--- src/core/ddr2_cmd_map.svh ---
// timing counts and field positions for the command state logic
`ifndef DDR2_CMD_MAP_SVH
`define DDR2_CMD_MAP_SVH
`define NUM_BANKS 8
`define BANK_W 3
`define ADDR_W 14
`define ROW_W 14
`define COL_W 10
`define AP_BIT 10
`define MASK_W 2
`define AL_W 3
`define AL_MAX 6
`define T_XSRD_CLK 200
`define T_RP_NS 15
`define T_RP_CLK ((`T_RP_NS * 20 + 999) / 1000)
`define T_MRD_CLK 2
`define T_BURST_CLK 4
`define CKE_HOLD_CLK 3
`endif

--- src/core/ddr2_cmd_pkg.sv ---
// types shared by the command state logic
package ddr2_cmd_pkg;
  // decoded command kinds
  typedef enum logic [3:0] {
    CMD_DESEL, CMD_NOP, CMD_MRS, CMD_REF, CMD_PRE, CMD_ACT, CMD_WR, CMD_RD, CMD_BAD
  } cmd_e;
  // device power state
  typedef enum logic [2:0] {
    ST_NORMAL, ST_ACT_PD, ST_PRE_PD, ST_SELF_REF
  } pwr_e;
  // command pins sampled on one edge
  typedef struct packed {
    logic cs_n;
    logic ras_n;
    logic cas_n;
    logic we_n;
    logic cke;
    logic [2:0] ba;
    logic [13:0] addr;
  } cmd_pins_s;
  // column access handed to the array side
  typedef struct packed {
    logic valid;
    logic is_write;
    logic auto_pre;
    logic [2:0] bank;
    logic [9:0] col;
  } col_cmd_s;
endpackage

--- src/core/ddr2_al_delay.sv ---
// additive latency delay line for column commands
`timescale 1ns/100ps
`include "ddr2_cmd_map.svh"
module ddr2_al_delay
  import ddr2_cmd_pkg::*;
(
  // clock and reset
  input wire logic clk,
  input wire logic nrst,
  // programmed latency and command in
  input wire logic [2:0] al,
  input wire col_cmd_s cmd_in,
  // delayed command out, registered
  output col_cmd_s cmd_out
);
  // stage 0 is the command as sampled; stage k is k clocks late
  col_cmd_s stage_r [0:`AL_MAX];
  col_cmd_s pick;
  // tap selection: zero latency still passes through one register
  assign pick = (al > 3'h6) ? stage_r[`AL_MAX] : stage_r[al];
  // shift the pipeline every edge
  always_ff @(posedge clk or negedge nrst)
  begin
    if (!nrst)
    begin
      for (int i = 0; i <= `AL_MAX; i++)
        stage_r[i] <= '0;
      cmd_out <= '0;
    end
    else
    begin
      stage_r[0] <= cmd_in;
      for (int i = 1; i <= `AL_MAX; i++)
        stage_r[i] <= stage_r[i-1];
      cmd_out <= pick;
    end
  end
endmodule

--- src/core/ddr2_cmd_state.sv ---
// command decode, bank and power state tracking for a ddr2 device
`timescale 1ns/100ps
`include "ddr2_cmd_map.svh"
// Overview of operation
// - decode command from pins on rising edge
// - cke edges need nop or deselect, except refresh on a cke fall
// - cke fall enters active/precharge power-down
// - refresh with cke falling enters self refresh
// - dll off in self refresh, on after
// - power-down performs no refresh
// - mask high blocks byte write
// - deselect and nop start nothing new
// - activate opens row until precharge
// - read burst from column, a10 precharges
// - write burst into column, a10 precharges
// - column commands delayed by additive latency
// - precharge closes one or all banks
// - precharge idle bank accepted, restarts timer
// - refresh needs idle banks, internal address
// - odt ignored in self refresh
module ddr2_cmd_state
  import ddr2_cmd_pkg::*;
(
  // clock and reset
  input wire logic clk,
  input wire logic nrst,
  // command pins
  input wire cmd_pins_s pins,
  // configuration
  input wire logic [2:0] al,
  input wire logic ocd_cal,
  input wire logic odt_en_cfg,
  // write data beat mask and termination input
  input wire logic wr_beat,
  input wire logic [1:0] dm,
  input wire logic odt,
  // status out
  output pwr_e pwr_r,
  output logic [7:0] bank_open_r,
  output logic dll_on_r,
  output logic odt_on_r,
  output logic [1:0] byte_we_r,
  output logic illegal_r,
  output logic refresh_pulse_r,
  output logic [13:0] ref_row_r,
  output logic mrs_pulse_r,
  output logic [2:0] mrs_sel_r,
  output col_cmd_s col_cmd_r
);
  // previous cke level and hold counter
  logic cke_prev_r;
  logic [1:0] cke_hold_r;
  logic [7:0] xsrd_cnt_r;
  logic [1:0] mrd_cnt_r;
  logic [2:0] burst_cnt_r;
  logic [1:0] rp_cnt_r [0:7];
  cmd_e cmd;
  col_cmd_s col_now;
  // decoded conditions
  wire cke_fall = cke_prev_r & ~pins.cke;
  wire cke_rise = ~cke_prev_r & pins.cke;
  wire cke_chg = cke_fall | cke_rise;
  wire is_idle_cmd = (cmd == CMD_DESEL) || (cmd == CMD_NOP);
  wire all_idle = (bank_open_r == 8'h00);
  wire normal = (pwr_r == ST_NORMAL);
  wire busy = (burst_cnt_r != 3'h0) || (mrd_cnt_r != 2'h0);
  logic pre_busy;
  // any bank still counting precharge time
  always_comb
  begin
    pre_busy = 1'b0;
    for (int b = 0; b < `NUM_BANKS; b++)
      pre_busy = pre_busy | (rp_cnt_r[b] != 2'h0);
  end
  // command decode from the four strobes
  always_comb
  begin
    cmd = CMD_BAD;
    if (pins.cs_n)
      cmd = CMD_DESEL;
    else
      case ({pins.ras_n, pins.cas_n, pins.we_n})
        3'h7: cmd = CMD_NOP;
        3'h0: cmd = CMD_MRS;
        3'h1: cmd = CMD_REF;
        3'h2: cmd = CMD_PRE;
        3'h3: cmd = CMD_ACT;
        3'h4: cmd = CMD_WR;
        3'h5: cmd = CMD_RD;
        default: cmd = CMD_BAD;
      endcase
  end
  // column command presented to the latency line
  assign col_now.valid = normal && pins.cke && cke_prev_r && (cmd == CMD_WR || cmd == CMD_RD);
  assign col_now.is_write = (cmd == CMD_WR);
  assign col_now.auto_pre = pins.addr[`AP_BIT];
  assign col_now.bank = pins.ba;
  assign col_now.col = pins.addr[9:0];
  // column commands registered internally al+1 clocks late
  ddr2_al_delay u_al
  (
    .clk(clk),
    .nrst(nrst),
    .al(al),
    .cmd_in(col_now),
    .cmd_out(col_cmd_r)
  );
  // illegal operation check for the present edge
  logic bad;
  always_comb
  begin
    bad = 1'b0;
    if (cke_chg && !((cke_fall && cmd == CMD_REF) || is_idle_cmd))
      bad = 1'b1;
    if (cke_chg && cke_hold_r != 2'h0)
      bad = 1'b1;
    if (cke_fall && (busy || pre_busy) && normal)
      bad = 1'b1;
    if (cke_fall && cmd == CMD_REF && !all_idle)
      bad = 1'b1;
    if (normal && pins.cke && cke_prev_r)
    begin
      if ((cmd == CMD_MRS || cmd == CMD_REF) && !all_idle)
        bad = 1'b1;
      if (mrd_cnt_r != 2'h0 && !is_idle_cmd)
        bad = 1'b1;
      if ((cmd == CMD_RD || cmd == CMD_WR) && !bank_open_r[pins.ba])
        bad = 1'b1;
      if (cmd == CMD_ACT && (bank_open_r[pins.ba] || rp_cnt_r[pins.ba] != 2'h0))
        bad = 1'b1;
      if (cmd == CMD_RD && xsrd_cnt_r != 8'h00)
        bad = 1'b1;
      if (cmd == CMD_BAD)
        bad = 1'b1;
    end
    if (ocd_cal && !pins.cke)
      bad = 1'b1;
  end
  // power state machine
  pwr_e pwr_nxt;
  always_comb
  begin
    pwr_nxt = pwr_r;
    case (pwr_r)
      ST_NORMAL:
        if (cke_fall && cmd == CMD_REF)
          pwr_nxt = ST_SELF_REF;
        else if (cke_fall && is_idle_cmd)
          pwr_nxt = all_idle ? ST_PRE_PD : ST_ACT_PD;
      ST_ACT_PD, ST_PRE_PD:
        if (cke_rise)
          pwr_nxt = ST_NORMAL;
      ST_SELF_REF:
        if (cke_rise)
          pwr_nxt = ST_NORMAL;
      default: pwr_nxt = ST_NORMAL;
    endcase
  end
  // bank open map; auto precharge closes at the delayed column command
  logic [7:0] bank_nxt;
  always_comb
  begin
    bank_nxt = bank_open_r;
    if (col_cmd_r.valid && col_cmd_r.auto_pre)
      bank_nxt[col_cmd_r.bank] = 1'b0;
    if (normal && pins.cke && cke_prev_r)
    begin
      if (cmd == CMD_ACT)
        bank_nxt[pins.ba] = 1'b1;
      if (cmd == CMD_PRE)
      begin
        if (pins.addr[`AP_BIT])
          bank_nxt = 8'h00;
        else
          bank_nxt[pins.ba] = 1'b0;
      end
    end
  end
  // state, counters and flags
  always_ff @(posedge clk or negedge nrst)
  begin
    if (!nrst)
    begin
      pwr_r <= ST_NORMAL;
      bank_open_r <= 8'h00;
      cke_prev_r <= 1'b0;
      cke_hold_r <= 2'h0;
      xsrd_cnt_r <= 8'h00;
      mrd_cnt_r <= 2'h0;
      burst_cnt_r <= 3'h0;
      dll_on_r <= 1'b1;
      illegal_r <= 1'b0;
      refresh_pulse_r <= 1'b0;
      ref_row_r <= 14'h0000;
      mrs_pulse_r <= 1'b0;
      mrs_sel_r <= 3'h0;
      for (int b = 0; b < `NUM_BANKS; b++)
        rp_cnt_r[b] <= 2'h0;
    end
    else
    begin
      pwr_r <= pwr_nxt;
      bank_open_r <= bank_nxt;
      cke_prev_r <= pins.cke;
      // sticky error: once illegal, it holds until the next reset
      illegal_r <= illegal_r | bad;
      // hold window after every cke change
      if (cke_chg)
        cke_hold_r <= 2'(`CKE_HOLD_CLK - 1);
      else if (cke_hold_r != 2'h0)
        cke_hold_r <= cke_hold_r - 2'h1;
      // dll follows self refresh
      if (pwr_nxt == ST_SELF_REF)
        dll_on_r <= 1'b0;
      else
        dll_on_r <= 1'b1;
      // read lockout after self refresh exit
      if (pwr_r == ST_SELF_REF && cke_rise)
        // loaded one short so a read exactly 200 edges after exit is legal
        xsrd_cnt_r <= 8'(`T_XSRD_CLK - 1);
      else if (xsrd_cnt_r != 8'h00)
        xsrd_cnt_r <= xsrd_cnt_r - 8'h01;
      // refresh only from explicit commands, never in power-down
      refresh_pulse_r <= normal && pins.cke && cke_prev_r && cmd == CMD_REF;
      if (normal && pins.cke && cke_prev_r && cmd == CMD_REF)
        ref_row_r <= ref_row_r + 14'h0001;
      // mode register set and its quiet time
      mrs_pulse_r <= normal && pins.cke && cke_prev_r && cmd == CMD_MRS;
      if (normal && pins.cke && cke_prev_r && cmd == CMD_MRS)
      begin
        mrs_sel_r <= pins.ba;
        mrd_cnt_r <= 2'(`T_MRD_CLK - 1);
      end
      else if (mrd_cnt_r != 2'h0)
        mrd_cnt_r <= mrd_cnt_r - 2'h1;
      // burst in progress
      if (col_now.valid)
        burst_cnt_r <= 3'(`T_BURST_CLK);
      else if (burst_cnt_r != 3'h0)
        burst_cnt_r <= burst_cnt_r - 3'h1;
      // precharge timer restarts at the latest precharge
      for (int b = 0; b < `NUM_BANKS; b++)
        if (normal && pins.cke && cke_prev_r && cmd == CMD_PRE &&
            (pins.addr[`AP_BIT] || pins.ba == 3'(b)))
          rp_cnt_r[b] <= 2'(`T_RP_CLK);
        else if (rp_cnt_r[b] != 2'h0)
          rp_cnt_r[b] <= rp_cnt_r[b] - 2'h1;
    end
  end
  // termination gating and write byte enables
  always_ff @(posedge clk or negedge nrst)
  begin
    if (!nrst)
    begin
      odt_on_r <= 1'b0;
      byte_we_r <= 2'h0;
    end
    else
    begin
      // termination has no effect in self refresh
      odt_on_r <= odt_en_cfg && odt && (pwr_nxt != ST_SELF_REF);
      // mask low writes the byte, high leaves it
      byte_we_r <= wr_beat ? ~dm : 2'h0;
    end
  end
  // refresh postponement is the controller's job; nothing tracked here
  // self refresh entered with an open bank is flagged illegal
  idle_sr_a: assert property (@(posedge clk) disable iff (!nrst)
    (pwr_r == ST_NORMAL && pwr_nxt == ST_SELF_REF && !all_idle) |=> illegal_r)
    else $error("self refresh entered with open bank");
  // cke fall with nop enters the proper power-down
  pd_entry_a: assert property (@(posedge clk) disable iff (!nrst)
    (normal && cke_fall && is_idle_cmd) |=>
      (pwr_r == ($past(all_idle) ? ST_PRE_PD : ST_ACT_PD)))
    else $error("wrong power-down state");
  // refresh with cke falling enters self refresh and stops dll
  sr_entry_a: assert property (@(posedge clk) disable iff (!nrst)
    (normal && cke_fall && cmd == CMD_REF) |=> (pwr_r == ST_SELF_REF && !dll_on_r))
    else $error("self refresh not entered");
  // dll back on after exit
  dll_back_a: assert property (@(posedge clk) disable iff (!nrst)
    (pwr_r == ST_SELF_REF && cke_rise) |=> dll_on_r)
    else $error("dll not restored");
  // masked low byte never written
  mask_hold_a: assert property (@(posedge clk) disable iff (!nrst)
    (wr_beat && dm[0]) |=> !byte_we_r[0])
    else $error("masked byte written");
  // nop starts no refresh or mode set
  nop_quiet_a: assert property (@(posedge clk) disable iff (!nrst)
    is_idle_cmd |=> (!refresh_pulse_r && !mrs_pulse_r))
    else $error("command executed on nop");
  // activate opens the bank
  act_open_a: assert property (@(posedge clk) disable iff (!nrst)
    (normal && pins.cke && cke_prev_r && cmd == CMD_ACT) |=> bank_open_r[$past(pins.ba)])
    else $error("activate did not open bank");
  // precharge all closes everything
  pre_all_a: assert property (@(posedge clk) disable iff (!nrst)
    (normal && pins.cke && cke_prev_r && cmd == CMD_PRE && pins.addr[`AP_BIT]) |=>
      (bank_open_r == 8'h00))
    else $error("precharge all left bank open");
  // termination off in self refresh
  odt_sr_a: assert property (@(posedge clk) disable iff (!nrst)
    (pwr_r == ST_SELF_REF) |-> !odt_on_r)
    else $error("termination active in self refresh");
endmodule

--- config.mk ---
export PLATFORM = sky130hd
export DESIGN_NAME = ddr2_cmd_state
export DESIGN_NICKNAME = d
export VERILOG_FILES = /design/src/core/ddr2_cmd_pkg.sv /design/src/core/ddr2_al_delay.sv /design/src/core/ddr2_cmd_state.sv
export VERILOG_INCLUDE_DIRS = /design/src /design/src/core
export SDC_FILE = /design/constraint.sdc
export NUM_CORES = 1
export LEC_CHECK = 0
export BUFFER_PORTS_ARGS = -buffer_cell sky130_fd_sc_hd__buf_2
export CORE_UTILIZATION = 30
export CTS_CLUSTER_SIZE = 30
export DETAILED_ROUTE_END_ITERATION = 10
export MAX_ROUTING_LAYER = met4
export SYNTH_ARGS = -nofsm -noshare
export SYNTH_HDL_FRONTEND = slang
export SYNTH_SLANG_ARGS = --single-unit
--- constraint.sdc ---
create_clock -name clk -period 2.5 [get_ports clk]
set_input_delay 0.25 -clock clk [delete_from_list [all_inputs] [get_ports clk]]
set_output_delay 0.25 -clock clk [all_outputs]
set_load 0.05 [all_outputs]
==> flow_metrics.tcl <==
set metrics [dict create \
    fin_cells 1036 \
    wl_per_cell_um 15.0 \
    min_from "wr_beat" \
    startpoint_type "flip-flop" \
    use_met1 0.180 \
    cp_cell_sequence "or3_1, or3_1, nor3_1, nand2_1, o32ai_2" \
    switching_power_uw 2700 \
    async_reset_ff_frac 1.00 \
    clock_skew_ns 0.00958 \
    synth-seq-area-share 0.634 \
    grt_pass1_vias 4729 \
    n_antenna_cell 0 \
    core.rowCount 58 \
    grt_max_degree 73 \
    post-route-util 0.369 \
    path_clk_slew_ns 0.08 \
    yosys.area.top_type_share 0.631 \
    die_area_mm2 0.0263 \
    ys_warn_count 0 \
    crit_top_cell "or3_1" \
    synth_top_family_by_area "multiplexers" \
    synth-simple-area-share 0.100 \
    fmax_mhz 423 \
    p_comb_frac 0.209 \
    synthAdderAreaFrac 0.0276 \
    core_area_mm2 0.0252 \
    first_pass_iters 4 \
    synth_edf_count 0 \
    cp_top_family "simple AND/OR/NAND/NOR gates" \
    maxSlewViolCount 0 \
    finalWirelength_um 15600 \
    hold_class "in -> reg" \
    slowest_delay_ns 0.50 \
    intPower_uw 5610 \
    overflow 0 \
    cts_root_buf "clkbuf_16" \
    fp.dieW_um 162 \
    synthToLayoutAreaGrowth_pct 20.8 \
    synth_cell_type_count 53 \
    place_congestion 0.791 \
    synth_most_common_cell "dfrtp_1" \
    p_sw_frac 0.325 \
    hold_violations 0 \
    grtUsageMet3 0.0266 \
    hold-path-endpoint "byte_we_r[1]" \
    reg2regPathDepth 5 \
    timing.rr.start "pwr_r[0]" \
    drc 0 \
    slowest_stage "or3_1" \
    critPathArrivalTime_ns 2.70 \
    port-buffer-count 80 \
    pwr-share-clk 0.327 \
    crit_buf_inv 0 \
    min_period_over_period 0.946 \
    critPathMaxFanout 7 \
    synth_area_leaders "dfrtp_1, mux4_2, mux2_2, ha_1, mux2i_1" \
    tightestPinTransition_ns 0.633 \
    hold_path_depth 2 \
    cp_data_required_time_ns 2.83 \
    cts_buffers 17 \
    clock_sinks 195 \
    avgSynthCellArea_um2 13.1 \
    finalCriticalPeriod_ns 2.37 \
    antenna_found_initial 0 \
    r2r_end "bank_open_r[0]" \
    clk_path_buf_depth 2 \
    p_leak_uw 0.00423 \
    synth_top_area_cell "dfrtp_1" \
    critPathKind "reg -> reg" \
    synth_seq_cells 195 \
    postCtsSetupBuffers 0 \
    placed_cells 990 \
    rrSetupSlack_ns 0.13 \
    critPathLaunch "pwr_r[0]" \
    io_pins 84 \
    synth-compound-area-share 0.0702 \
    htree_levels 4 \
    pre_cts_slack_ns 0.229 \
    use_met2 0.183 \
    start_util 0.306 \
    synth_flop_cell "dfrtp_1" \
    rsz0062_at_grt "false" \
    first_iter_violations 277 \
    viasPerCell 4.57 \
    status "complete, no violations" \
    cp-end-kind "flip-flop" \
    top_usage_layer "met2" \
    power_density_mw_per_mm2 893 \
    power.share.sequential 0.464 \
    dp.final_hpwl_um 10400 \
    synth_nets 638 \
    grt_use_total 0.128 \
    final.fill_count 2444 \
    synthCells 588 \
    die_height_um 162 \
    vdd_drop_max_uv 377 \
    synthMuxAreaShare 0.105 \
    clkLatencyLatePin_ns 0.43 \
    ys_top_cells_by_count "dfrtp_1, nand2_1, nor2_1, inv_1, o21ai_0" \
    drive_above_1_share 0.248 \
    setup_viol 0 \
    layout.nets 743 \
    setup_tns_ns 0 \
    slew-limit-headroom 0.574 \
    cts_tree "yes" \
    vias 4731 \
    maxCapViolations 0 \
    syn_area_mm2 0.00770 \
    ctsResizeCount 0 \
    timing.final.ws_setup_ns 0.134 \
    grt_pass1_wl_um 25500 \
    synth_xor_xnor_area_share 0.0319 \
    postCtsHoldBufs 14 \
    ant_nets 0 \
]
## registers in the layout, summed over array words and instances (netlist names), 2 cells and up
register and cells:
bank_open_r 8, burst_cnt_r 3, byte_we_r 2, cke_hold_r 2
mrd_cnt_r 2, mrs_sel_r 3, pwr_r 3, ref_row_r 14
rp_cnt_r 16, u_al.cmd_out 16, u_al.stage_r 112, xsrd_cnt_r 8
## final cells by class
class                           count  area (µm²)  share of cell area
Timing Repair Buffer              108         704              0.0757
Clock inverter                     15         164              0.0176
Clock buffer                       17         425              0.0457
Sequential cell                   195        4880               0.525
Multi-Input combinational cell    337        2580               0.278
Tap cell                          330         413              0.0444
Inverter                           34         128              0.0137
## layout by cell type, fill, tap and decap left out, drive strengths merged, types with 14 or more instances in the layout
cell type    instances
buf                 93
a21oi               17
dlygate4sd3         14
xor2                18
ha                  17
dfrtp              194
nand2               41
nor2                43
mux2i               18
o21ai               28
mux2                20
clkbuf              18
inv                 42
mux4                18
## metal layers
metal	up-vias	share of wire	wire, µm
met5	-	0	0
met4	0	0.014	218
met3	17	0.040	624
met2	97	0.44	6920
met1	2351	0.50	7810
li1	2266	-	-
## worst max-delay path by stage
stage,depth (start not counted),slack (ns),endpoint
after floorplan,8,0.02,bank_open_r[0]
after global placement,5,0.25,bank_open_r[4]
after detailed placement,5,0.23,bank_open_r[0]
after CTS,5,0.16,bank_open_r[0]
after global routing,5,0.04,bank_open_r[4]
final,5,0.13,bank_open_r[0]
## cell families (layout without fill, tap and decap cells)
family / after synthesis / after routing
muxes: 56 / 56
xor gates and xnor gates: 28 / 28
and+or+nand+nor: 149 / 149
DFF: 195 / 195
buffers and inverters: 56 / 174
AOI/OAI and AO/OA: 86 / 86
adders and majority gates: 17 / 17
other: 1 / 1
## power by group through the flow
| stage | registers [µW] | clock network, µW | logic [µW] |
|---|---|---|---|
| after floorplan | 4100 | 0 | 1070 |
| after global placement | 3900 | 0 | 1690 |
| after detailed placement | 3920 | 0 | 1740 |
| after CTS | 3860 | 2820 | 1770 |
| after global routing | 3910 | 2950 | 1970 |
| final | 3860 | 2720 | 1730 |
## worst register-to-register path, delay by kind of cell (launching register included)
kind / cells / cell delay (ns)
AOI/OAI and AO/OA: 1 / 0.26
and+or+nand+nor: 4 / 1.57
DFF: 1 / 0.45
## through the flow
step / total power [µW] / hold slack [ns] / cell area [µm²]
4_1_cts: 8450 / 0.0205 / 9300
3_5_place_dp: 5660 / 0.324 / 8570
5_1_grt: 8830 / 0.0486 / 9300
2_1_floorplan: 5170 / -0.0456 / 7700
6_report: 8310 / 0.0448 / 9300
3_3_place_gp: 5590 / 0.315 / 8570
Power figures use the tool's default switching activity.
